[src/hw/region_map_pkg.sv]
package region_map_pkg;
  // register indices; byte address is four times the index
  localparam logic [7:0]  IDX_MMU_CONFIGURATION    = 8'h0d;
  localparam logic [7:0]  IDX_REPLACEMENT_HINT     = 8'h0e;
  localparam logic [7:0]  IDX_REGION_MAP_ADDRESS   = 8'h10;
  localparam logic [7:0]  IDX_REGION_MAP_CONTROL   = 8'h11;
  localparam int          ADDR_LSB                 = 2;
  // writable bit masks; everything else reads zero
  localparam logic [31:0] CFG_MASK                 = 32'h0000_03ff;
  localparam logic [31:0] CTRL_MASK                = 32'h00df_7fff;
  localparam logic [31:0] CFG_RESET                = 32'h0000_0000;
  localparam logic [31:0] ADDR_RESET               = 32'h0000_0000;
  localparam logic [31:0] CTRL_RESET               = 32'h0000_0000;
  // configuration fields
  localparam int          PSIZE_LO                 = 8;
  localparam int          PID_LO                   = 0;
  // replacement hint field
  localparam int          HINT_LO                  = 1;
  // region address fields
  localparam int          VBASE_LO                 = 16;
  localparam int          PBASE_LO                 = 0;
  // region control fields
  localparam int          UCTRL_LO                 = 22;
  localparam int          RSIZE_LO                 = 17;
  localparam int          IO_BIT                   = 16;
  localparam int          VALID_BIT                = 14;
  localparam int          SUP_READ_BIT             = 13;
  localparam int          SUP_WRITE_BIT            = 12;
  localparam int          SUP_EXEC_BIT             = 11;
  localparam int          USR_READ_BIT             = 10;
  localparam int          USR_WRITE_BIT            = 9;
  localparam int          USR_EXEC_BIT             = 8;
  localparam int          TASK_LO                  = 0;
  // page size 1 kb is 10 offset bits; region 64 kb is 16
  localparam logic [4:0]  PAGE_SHIFT_BASE          = 5'h0a;
  localparam logic [1:0]  RESP_OKAY                = 2'h0;
  localparam logic [1:0]  RESP_SLVERR              = 2'h2;
  localparam logic [7:0]  PID_ZERO                 = 8'h00;

  typedef enum logic [1:0] {MODE_USER, MODE_SUPERVISOR, MODE_MONITOR} mode_type;
  typedef enum logic [1:0] {KIND_LOAD, KIND_STORE, KIND_FETCH} kind_type;
endpackage : region_map_pkg

[src/hw/region_map_translation.sv]
`timescale 1ns/10ps
module region_map_translation #(
  parameter int PID_W  = 8,
  parameter int HINT_W = 6
) (
  input  wire logic                           mclk,
  input  wire logic                           rst_n,
  // axi4-lite slave
  input  wire logic [9:0]                     s_axi_awaddr,
  input  wire logic [2:0]                     s_axi_awprot,
  input  wire logic                           s_axi_awvalid,
  output logic                                s_axi_awready,
  input  wire logic [31:0]                    s_axi_wdata,
  input  wire logic [3:0]                     s_axi_wstrb,
  input  wire logic                           s_axi_wvalid,
  output logic                                s_axi_wready,
  output logic [1:0]                          s_axi_bresp,
  output logic                                s_axi_bvalid,
  input  wire logic                           s_axi_bready,
  input  wire logic [9:0]                     s_axi_araddr,
  input  wire logic [2:0]                     s_axi_arprot,
  input  wire logic                           s_axi_arvalid,
  output logic                                s_axi_arready,
  output logic [31:0]                         s_axi_rdata,
  output logic [1:0]                          s_axi_rresp,
  output logic                                s_axi_rvalid,
  input  wire logic                           s_axi_rready,
  // translation request from the pipeline
  input  wire logic                           xlat_valid,
  input  wire logic [31:0]                    xlat_vaddr,
  input  wire region_map_pkg::mode_type       xlat_mode,
  input  wire region_map_pkg::kind_type       xlat_kind,
  // tlb side
  input  wire logic [PID_W-1:0]               tlb_task_ident,
  input  wire logic                           tlb_miss,
  input  wire logic                           tlb_prot_viol,
  input  wire logic [HINT_W-1:0]              tlb_victim,
  output logic                                tlb_task_ok,
  output logic [1:0]                          page_size_sel,
  output logic [4:0]                          page_shift,
  // region result, one cycle after the request
  output logic                                res_valid,
  output logic                                res_region_hit,
  output logic [31:0]                         res_paddr,
  output logic                                res_io_space,
  output logic [1:0]                          user_ctrl_out,
  output logic                                data_prot_viol,
  output logic                                instr_prot_viol
);

  // ==========================================================
  // registers
  // ==========================================================
  logic [31:0] cfg_r;
  logic [31:0] rmap_addr_r;
  logic [31:0] rmap_ctrl_r;
  logic [HINT_W-1:0] hint_r;
  logic [1:0]  page_size_r;

  logic [7:0]  current_process_id;
  logic [15:0] virt_base;
  logic [15:0] phys_base;
  logic [3:0]  region_size;
  logic [1:0]  user_ctrl_bits;
  logic [7:0]  task_ident;
  logic [15:0] keep_mask;
  logic [15:0] va_upper;
  logic [15:0] va_lower;

  assign current_process_id = cfg_r[region_map_pkg::PID_LO +: 8];
  assign virt_base          = rmap_addr_r[region_map_pkg::VBASE_LO +: 16];
  assign phys_base          = rmap_addr_r[region_map_pkg::PBASE_LO +: 16];
  assign region_size        = rmap_ctrl_r[region_map_pkg::RSIZE_LO +: 4];
  assign user_ctrl_bits     = rmap_ctrl_r[region_map_pkg::UCTRL_LO +: 2];
  assign task_ident         = rmap_ctrl_r[region_map_pkg::TASK_LO +: 8];
  assign va_upper           = xlat_vaddr[region_map_pkg::VBASE_LO +: 16];
  assign va_lower           = xlat_vaddr[region_map_pkg::VBASE_LO-1:0];

  // ==========================================================
  // helpers
  // ==========================================================
  function automatic logic [7:0] reg_index(input logic [9:0] addr);
    reg_index = addr[9:region_map_pkg::ADDR_LSB];
  endfunction : reg_index

  // one decode for both response paths keeps them in step
  function automatic logic reg_mapped(input logic [7:0] idx);
    case (idx)
      region_map_pkg::IDX_MMU_CONFIGURATION,
      region_map_pkg::IDX_REPLACEMENT_HINT,
      region_map_pkg::IDX_REGION_MAP_ADDRESS,
      region_map_pkg::IDX_REGION_MAP_CONTROL: reg_mapped = 1'b1;
      default:                                reg_mapped = 1'b0;
    endcase
  endfunction : reg_mapped

  // byte lanes without a strobe keep their old value
  function automatic logic [31:0] merge_bytes(input logic [31:0] old_v,
                                              input logic [31:0] new_v,
                                              input logic [3:0]  strb);
    logic [31:0] res;
    res = old_v;
    for (int i = 0; i < 4; i++) begin
      if (strb[i]) begin
        res[8*i +: 8] = new_v[8*i +: 8];
      end
    end
    merge_bytes = res;
  endfunction : merge_bytes

  // region sizes 0..15 ignore 16+n address bits
  assign keep_mask = 16'hffff << region_size;

  // ==========================================================
  // axi4-lite write path
  // ==========================================================
  logic       aw_held_r;
  logic       w_held_r;
  logic [9:0] aw_addr_r;
  logic [31:0] w_data_r;
  logic [3:0] w_strb_r;
  logic       bvalid_r;
  logic [1:0] bresp_r;
  logic       wr_fire;
  logic [9:0] wr_addr;
  logic [31:0] wr_data;
  logic [3:0] wr_strb;
  logic       aw_have;
  logic       w_have;

  // nothing new is taken while a response waits for bready
  assign s_axi_awready = ~aw_held_r & ~bvalid_r;
  assign s_axi_wready  = ~w_held_r & ~bvalid_r;
  assign aw_have = aw_held_r | (s_axi_awvalid & s_axi_awready);
  assign w_have  = w_held_r | (s_axi_wvalid & s_axi_wready);
  assign wr_fire = aw_have & w_have;
  assign wr_addr = aw_held_r ? aw_addr_r : s_axi_awaddr;
  assign wr_data = w_held_r ? w_data_r : s_axi_wdata;
  assign wr_strb = w_held_r ? w_strb_r : s_axi_wstrb;
  assign s_axi_bvalid = bvalid_r;
  assign s_axi_bresp  = bresp_r;

  always_ff @(posedge mclk or negedge rst_n) begin
    if (!rst_n) begin
      aw_held_r <= 1'b0;
      w_held_r  <= 1'b0;
      aw_addr_r <= 10'h000;
      w_data_r  <= 32'h0000_0000;
      w_strb_r  <= 4'h0;
    end else if (wr_fire) begin
      aw_held_r <= 1'b0;
      w_held_r  <= 1'b0;
    end else begin
      // hold whichever half arrived first until its partner comes
      if (s_axi_awvalid && s_axi_awready) begin
        aw_held_r <= 1'b1;
        aw_addr_r <= s_axi_awaddr;
      end
      if (s_axi_wvalid && s_axi_wready) begin
        w_held_r <= 1'b1;
        w_data_r <= s_axi_wdata;
        w_strb_r <= s_axi_wstrb;
      end
    end
  end

  always_ff @(posedge mclk or negedge rst_n) begin
    if (!rst_n) begin
      bvalid_r <= 1'b0;
      bresp_r  <= region_map_pkg::RESP_OKAY;
    end else if (wr_fire) begin
      bvalid_r <= 1'b1;
      bresp_r  <= reg_mapped(reg_index(wr_addr)) ? region_map_pkg::RESP_OKAY
                                                 : region_map_pkg::RESP_SLVERR;
    end else if (s_axi_bready) begin
      bvalid_r <= 1'b0;
    end
  end

  // software-visible control registers; hint is read only
  // base low bits are kept as written; keep_mask hides them from the compare and the output
  always_ff @(posedge mclk or negedge rst_n) begin
    if (!rst_n) begin
      cfg_r       <= region_map_pkg::CFG_RESET;
      rmap_addr_r <= region_map_pkg::ADDR_RESET;
      rmap_ctrl_r <= region_map_pkg::CTRL_RESET;
    end else if (wr_fire) begin
      case (reg_index(wr_addr))
        region_map_pkg::IDX_MMU_CONFIGURATION:
          cfg_r <= merge_bytes(cfg_r, wr_data, wr_strb) & region_map_pkg::CFG_MASK;
        region_map_pkg::IDX_REGION_MAP_ADDRESS:
          rmap_addr_r <= merge_bytes(rmap_addr_r, wr_data, wr_strb);
        region_map_pkg::IDX_REGION_MAP_CONTROL:
          rmap_ctrl_r <= merge_bytes(rmap_ctrl_r, wr_data, wr_strb)
                         & region_map_pkg::CTRL_MASK;
        default: begin
        end
      endcase
    end
  end

  // ==========================================================
  // axi4-lite read path
  // ==========================================================
  logic        rvalid_r;
  logic [31:0] rdata_r;
  logic [1:0]  rresp_r;
  logic [31:0] hint_word;

  // hint names word 0 of the entry, hence the zero below it
  assign hint_word = 32'(hint_r) << region_map_pkg::HINT_LO;
  assign s_axi_arready = ~rvalid_r;
  assign s_axi_rvalid  = rvalid_r;
  assign s_axi_rdata   = rdata_r;
  assign s_axi_rresp   = rresp_r;

  always_ff @(posedge mclk or negedge rst_n) begin
    if (!rst_n) begin
      rvalid_r <= 1'b0;
      rdata_r  <= 32'h0000_0000;
      rresp_r  <= region_map_pkg::RESP_OKAY;
    end else if (s_axi_arvalid && s_axi_arready) begin
      rvalid_r <= 1'b1;
      rresp_r  <= reg_mapped(reg_index(s_axi_araddr)) ? region_map_pkg::RESP_OKAY
                                                      : region_map_pkg::RESP_SLVERR;
      case (reg_index(s_axi_araddr))
        region_map_pkg::IDX_MMU_CONFIGURATION:  rdata_r <= cfg_r;
        region_map_pkg::IDX_REPLACEMENT_HINT:   rdata_r <= hint_word;
        region_map_pkg::IDX_REGION_MAP_ADDRESS: rdata_r <= rmap_addr_r;
        region_map_pkg::IDX_REGION_MAP_CONTROL: rdata_r <= rmap_ctrl_r;
        default: begin
          rdata_r <= 32'h0000_0000;
        end
      endcase
    end else if (s_axi_rready) begin
      rvalid_r <= 1'b0;
    end
  end

  // ==========================================================
  // page size and tlb task check
  // ==========================================================
  // a written page size reaches translation one cycle late
  always_ff @(posedge mclk or negedge rst_n) begin
    if (!rst_n) begin
      page_size_r <= 2'h0;
    end else begin
      page_size_r <= cfg_r[region_map_pkg::PSIZE_LO +: 2];
    end
  end

  assign page_size_sel = page_size_r;
  assign page_shift    = region_map_pkg::PAGE_SHIFT_BASE + {3'h0, page_size_r};

  // left combinational: the tlb compares in the same cycle
  always_comb begin
    if (xlat_mode == region_map_pkg::MODE_USER) begin
      tlb_task_ok = (tlb_task_ident == current_process_id[PID_W-1:0]);
    end else begin
      tlb_task_ok = (tlb_task_ident == region_map_pkg::PID_ZERO[PID_W-1:0]);
    end
  end

  // ==========================================================
  // region unit
  // ==========================================================
  logic        privileged;
  logic        task_ok;
  logic        region_hit;
  logic        perm_ok;
  logic [15:0] upper_out;

  assign privileged = (xlat_mode != region_map_pkg::MODE_USER);
  assign task_ok = (task_ident == current_process_id)
                 | (privileged & (task_ident == region_map_pkg::PID_ZERO));
  assign region_hit = rmap_ctrl_r[region_map_pkg::VALID_BIT]
                    & (((va_upper ^ virt_base) & keep_mask) == 16'h0000)
                    & task_ok;
  assign upper_out = (phys_base & keep_mask) | (va_upper & ~keep_mask);

  // monitor mode borrows the supervisor permission bits
  always_comb begin
    perm_ok = 1'b0;
    case (xlat_kind)
      region_map_pkg::KIND_LOAD:
        perm_ok = privileged ? rmap_ctrl_r[region_map_pkg::SUP_READ_BIT]
                             : rmap_ctrl_r[region_map_pkg::USR_READ_BIT];
      region_map_pkg::KIND_STORE:
        perm_ok = privileged ? rmap_ctrl_r[region_map_pkg::SUP_WRITE_BIT]
                             : rmap_ctrl_r[region_map_pkg::USR_WRITE_BIT];
      region_map_pkg::KIND_FETCH:
        perm_ok = privileged ? rmap_ctrl_r[region_map_pkg::SUP_EXEC_BIT]
                             : rmap_ctrl_r[region_map_pkg::USR_EXEC_BIT];
      default: perm_ok = 1'b0;
    endcase
  end

  // a violation still reports the hit and its translated address
  logic is_fetch;
  logic viol_now;
  assign is_fetch = (xlat_kind == region_map_pkg::KIND_FETCH);
  assign viol_now = xlat_valid & region_hit & ~perm_ok;

  // status flags and the translated word are separate concerns
  always_ff @(posedge mclk or negedge rst_n) begin
    if (!rst_n) begin
      res_valid       <= 1'b0;
      res_region_hit  <= 1'b0;
      data_prot_viol  <= 1'b0;
      instr_prot_viol <= 1'b0;
    end else begin
      res_valid       <= xlat_valid;
      res_region_hit  <= xlat_valid & region_hit;
      data_prot_viol  <= viol_now & ~is_fetch;
      instr_prot_viol <= viol_now & is_fetch;
    end
  end

  always_ff @(posedge mclk or negedge rst_n) begin
    if (!rst_n) begin
      res_paddr     <= 32'h0000_0000;
      res_io_space  <= 1'b0;
      user_ctrl_out <= 2'h0;
    end else if (xlat_valid && region_hit) begin
      res_paddr     <= {upper_out, va_lower};
      res_io_space  <= rmap_ctrl_r[region_map_pkg::IO_BIT];
      user_ctrl_out <= user_ctrl_bits;
    end else begin
      // untouched address passes through; pins idle low
      res_paddr     <= xlat_vaddr;
      res_io_space  <= 1'b0;
      user_ctrl_out <= 2'h0;
    end
  end

  // ==========================================================
  // replacement hint
  // ==========================================================
  always_ff @(posedge mclk or negedge rst_n) begin
    if (!rst_n) begin
      hint_r <= '0;
    end else if (tlb_miss || tlb_prot_viol || viol_now) begin
      // value is meaningless after a violation, but still loaded
      hint_r <= tlb_victim;
    end
  end

endmodule : region_map_translation

[config.mk]
export PLATFORM = sky130hd
export DESIGN_NAME = region_map_translation
export DESIGN_NICKNAME = d
export VERILOG_FILES = /design/src/hw/region_map_pkg.sv /design/src/hw/region_map_translation.sv
export SDC_FILE = /design/constraint.sdc
export NUM_CORES = 1
export LEC_CHECK = 0
export ABC_AREA = 1
export BUFFER_PORTS_ARGS = -buffer_cell sky130_fd_sc_hd__buf_2
export CAP_MARGIN = 5
export CORE_MARGIN = 2
export CORE_UTILIZATION = 59
export DETAILED_ROUTE_END_ITERATION = 6
export PLACE_DENSITY = 0.95
export SLEW_MARGIN = 25
export SYNTH_ARGS = -nofsm -noshare
export SYNTH_HDL_FRONTEND = slang
export SYNTH_SLANG_ARGS = --single-unit
export TNS_END_PERCENT = 20
[constraint.sdc]
create_clock -name mclk -period 3.72 [get_ports mclk]
set_input_delay 0 -clock mclk [delete_from_list [all_inputs] [get_ports mclk]]
set_output_delay 0 -clock mclk [all_outputs]
set_load 0.005 [all_outputs]
==> run summary <==
* die outline area: 16,900 sq um
* total routing resource utilization after global routing: 0.336
* width of the die: 130 um
* core utilization of the finished layout: 0.765
* detailed-placement wirelength estimate: 18.0 mm
* main area contributors after synthesis: dfrtp_1 52%, nand2_1 16%, o21ai_0 5.9%
* Crit path required time: 4100 ps
* async set-reset flop share out of synthesis: 1.00
* Peak VDD IR: 476 uV
* Arr. time, crit path: 3950 ps
* initial cell density of the core: 0.597
* Worst Setup SP: rmap_ctrl_r[20]
* number of antenna violations at the first check in global routing: 0
* cells on worst reg2reg path: 14
* Post-synth EDFFs: 0
* instance count along the most critical hold path: 4
* share of the clock period used by the worst path: 0.961
* Total Negative Setup Slacks: 0 ps
* final wirelength: 27.5 mm
* standard-cell row count: 46
* largest net degree at the start of global routing: 115
* number of I/O pins: 210
* RSZ-0062 raised after global routing: no
* Hold WC Path Type: input pin to flip-flop
* Yosys reg bits: 193
* final std cells w/o fill: 1,667
* DR DRC count: 0
* CTS root buffer: clkbuf_16
* worst-case clock buffer depth: 2
* crit path launch type: flip-flop
* largest driver fanout on the critical path: 14
* Resized Gates After CTS: 0
* detailed-route wire length per cell: 16.5 um
* count of nets after finishing: 1,560
* placed instance count: 1,537
* ratio of cells with drive above 1 in the final layout: 0.199
* Starting DRT DRC Count: 978
* vias in the first global route: 8,692
* Core Area: 15,700 sq um
* commonest cells in the netlist: 387 x nand2_1, 193 x dfrtp_1, 134 x inv_1
* overflow left after global routing: 0
* clock tree sinks: 193
* final count of negative-setup-slack endpoints: 0
* Routability Congestion: 0.994
* number of filler cells placed in the layout: 1,043
* worst hold slack: 10.8 ps
* DR vias/cell: 5.52
* gate count after technology mapping: 1,168
* portion of the post-synthesis area used by sequential elements: 0.517
* port bufs: 195
* r2r setup slk: 150 ps
* remaining max-slew budget at the tightest pin: 0.401
* total power per unit cell area: 518 nW/um^2
* synth unique cells: 43
* count of warnings emitted by yosys: 0
* time the worst path needs with I/O delays and setup: 3570 ps
* DRT Pass-1 Iters: 7
* crit path capture type: flip-flop
* clock slew at reported path FFs: 80 ps
* Post-Syn Area per Cell: 8.00 sq um
* global-route wire length before repair: 43.8 mm
* P&R area growth vs syn: 28.1%
* Max-cap violations: 0
* Clock Latency Late Sink: 450 ps
* H-tree Lvls: 4
* total number of vias: 9,198
* die boundary height: 130 um
* number of buffers inserted during clock tree synthesis: 17
* proportion of netlist area held by the largest area contributor: 0.517
* beginning of the worst hold path: xlat_kind[1]
* highest clock frequency the design can meet: 0.280 GHz
* Post-Route Skew: 9.43 ps
* startpoint-to-endpoint class of the critical path: flip-flop to flip-flop
* count of antenna diodes in the layout: 0
* ys flop type: dfrtp_1
* TritonCTS clock tree: done
* antenna violation net count after detailed routing: 0
* finished layout cell area: 12,000 sq um
* post-synthesis instance area: 9350 sq um
* outcome: completed
* Post-CTS Hold Buffers: 98
* count leader, synth: nand2_1
* transition time of the tightest slew-check pin: 898 ps
* Final Max Tran Viols: 0
* launching point of the worst reg2reg path: rmap_ctrl_r[20]
* post-CTS setup buffer count: 0
* Hold Vio Cnt, Final: 0
* largest area contributor in the synthesized netlist: dfrtp_1
* placed instance area: 10,400 sq um
* leakage power of the design: 6.27 nW
metal layers:
layer,routed length [um],part of all wire,vias up,global-route usage
li1,-,-,4251,-
met1,11000,0.40,4270,0.446
met2,12800,0.47,559,0.534
met3,2420,0.088,118,0.0750
met4,1330,0.048,0,0.151
met5,0,0,-,0
cells by family (layout without fill, tap and decap cells):
family          count (synthesis)  in the layout  share of synthesized area
simple gates                  557            557                      0.252
xor+xnor                       16             16                     0.0150
buf+inv                       187            468                     0.0846
mux                             9              9                     0.0104
compound gates                204            204                      0.121
flops                         193            193                      0.517
other cells                     2              4                   0.000804
power by group:
part	switching, W	internal [W]
clock	0.000912	0.000973
combinational	0.00101	0.000564
sequential	0.000288	0.00246
total	0.00221	0.00400
state kept, by name (all words and copies together) (netlist names):
register,count
s_axi_rresp,1
s_axi_rdata,32
res_paddr,32
s_axi_bresp,1
instr_prot_viol,1
rmap_addr_r,32
data_prot_viol,1
page_size_sel,2
w_held_r,1
res_valid,1
hint_r,6
rmap_ctrl_r,22
w_strb_r,4
aw_held_r,1
cfg_r,10
w_data_r,32
s_axi_rvalid,1
res_region_hit,1
user_ctrl_out,2
aw_addr_r,8
s_axi_bvalid,1
res_io_space,1
stage by stage:
stage	setup WS, ps	power, W
final	146	0.00621
after global routing	25.0	0.00655
after CTS	433	0.00615
after detailed placement	1160	0.00421
after global placement	1240	0.00412
after floorplan	2060	0.00373
layout by cell type (no fill, tap or decap), drive strengths merged, types with 6 or more instances in the layout:
cell and instances:
nand2 401, buf 198, dfrtp 193, o21ai 172, inv 149, dlygate4sd3 98, nor2 71, nand3 44
nand4 20, clkbuf 18, o22ai 11, xnor2 10, o31ai 9, nor3 9, a21oi 9, xor2 6
mux2 6, or2 6
worst paths after layout:
check                                  end
setup / recovery                 hint_r[2]
hold / removal              data_prot_viol
setup reg to reg                 hint_r[2]
hold reg to reg            s_axi_rdata[16]
max in group asynchronous     w_data_r[13]
min in group asynchronous     res_io_space
critical path: stages (launching register included):
cell	delay, ps
dfrtp_1	630
nor2_2	180
inv_1	130
nand2_1	120
nand2_2	120
nand2_1	50
inv_1	50
nand2_1	80
nor2_4	360
nand3_4	230
nand2_4	160
nand2_1	90
dlygate4sd3_1	600
nand2_1	100
dlygate4sd3_1	600
cell type report:
type	instances	area (sq um)	share of cell area
multi-input combinational	790	3740	0.312
sequential	193	4830	0.403
tap	216	270	0.0226
clock inverter	15	183	0.0153
timing repair buffer	297	2010	0.168
clock buffer	17	425	0.0355
inverter	139	522	0.0436
No activity file was read; power rests on OpenSTA's default activity.
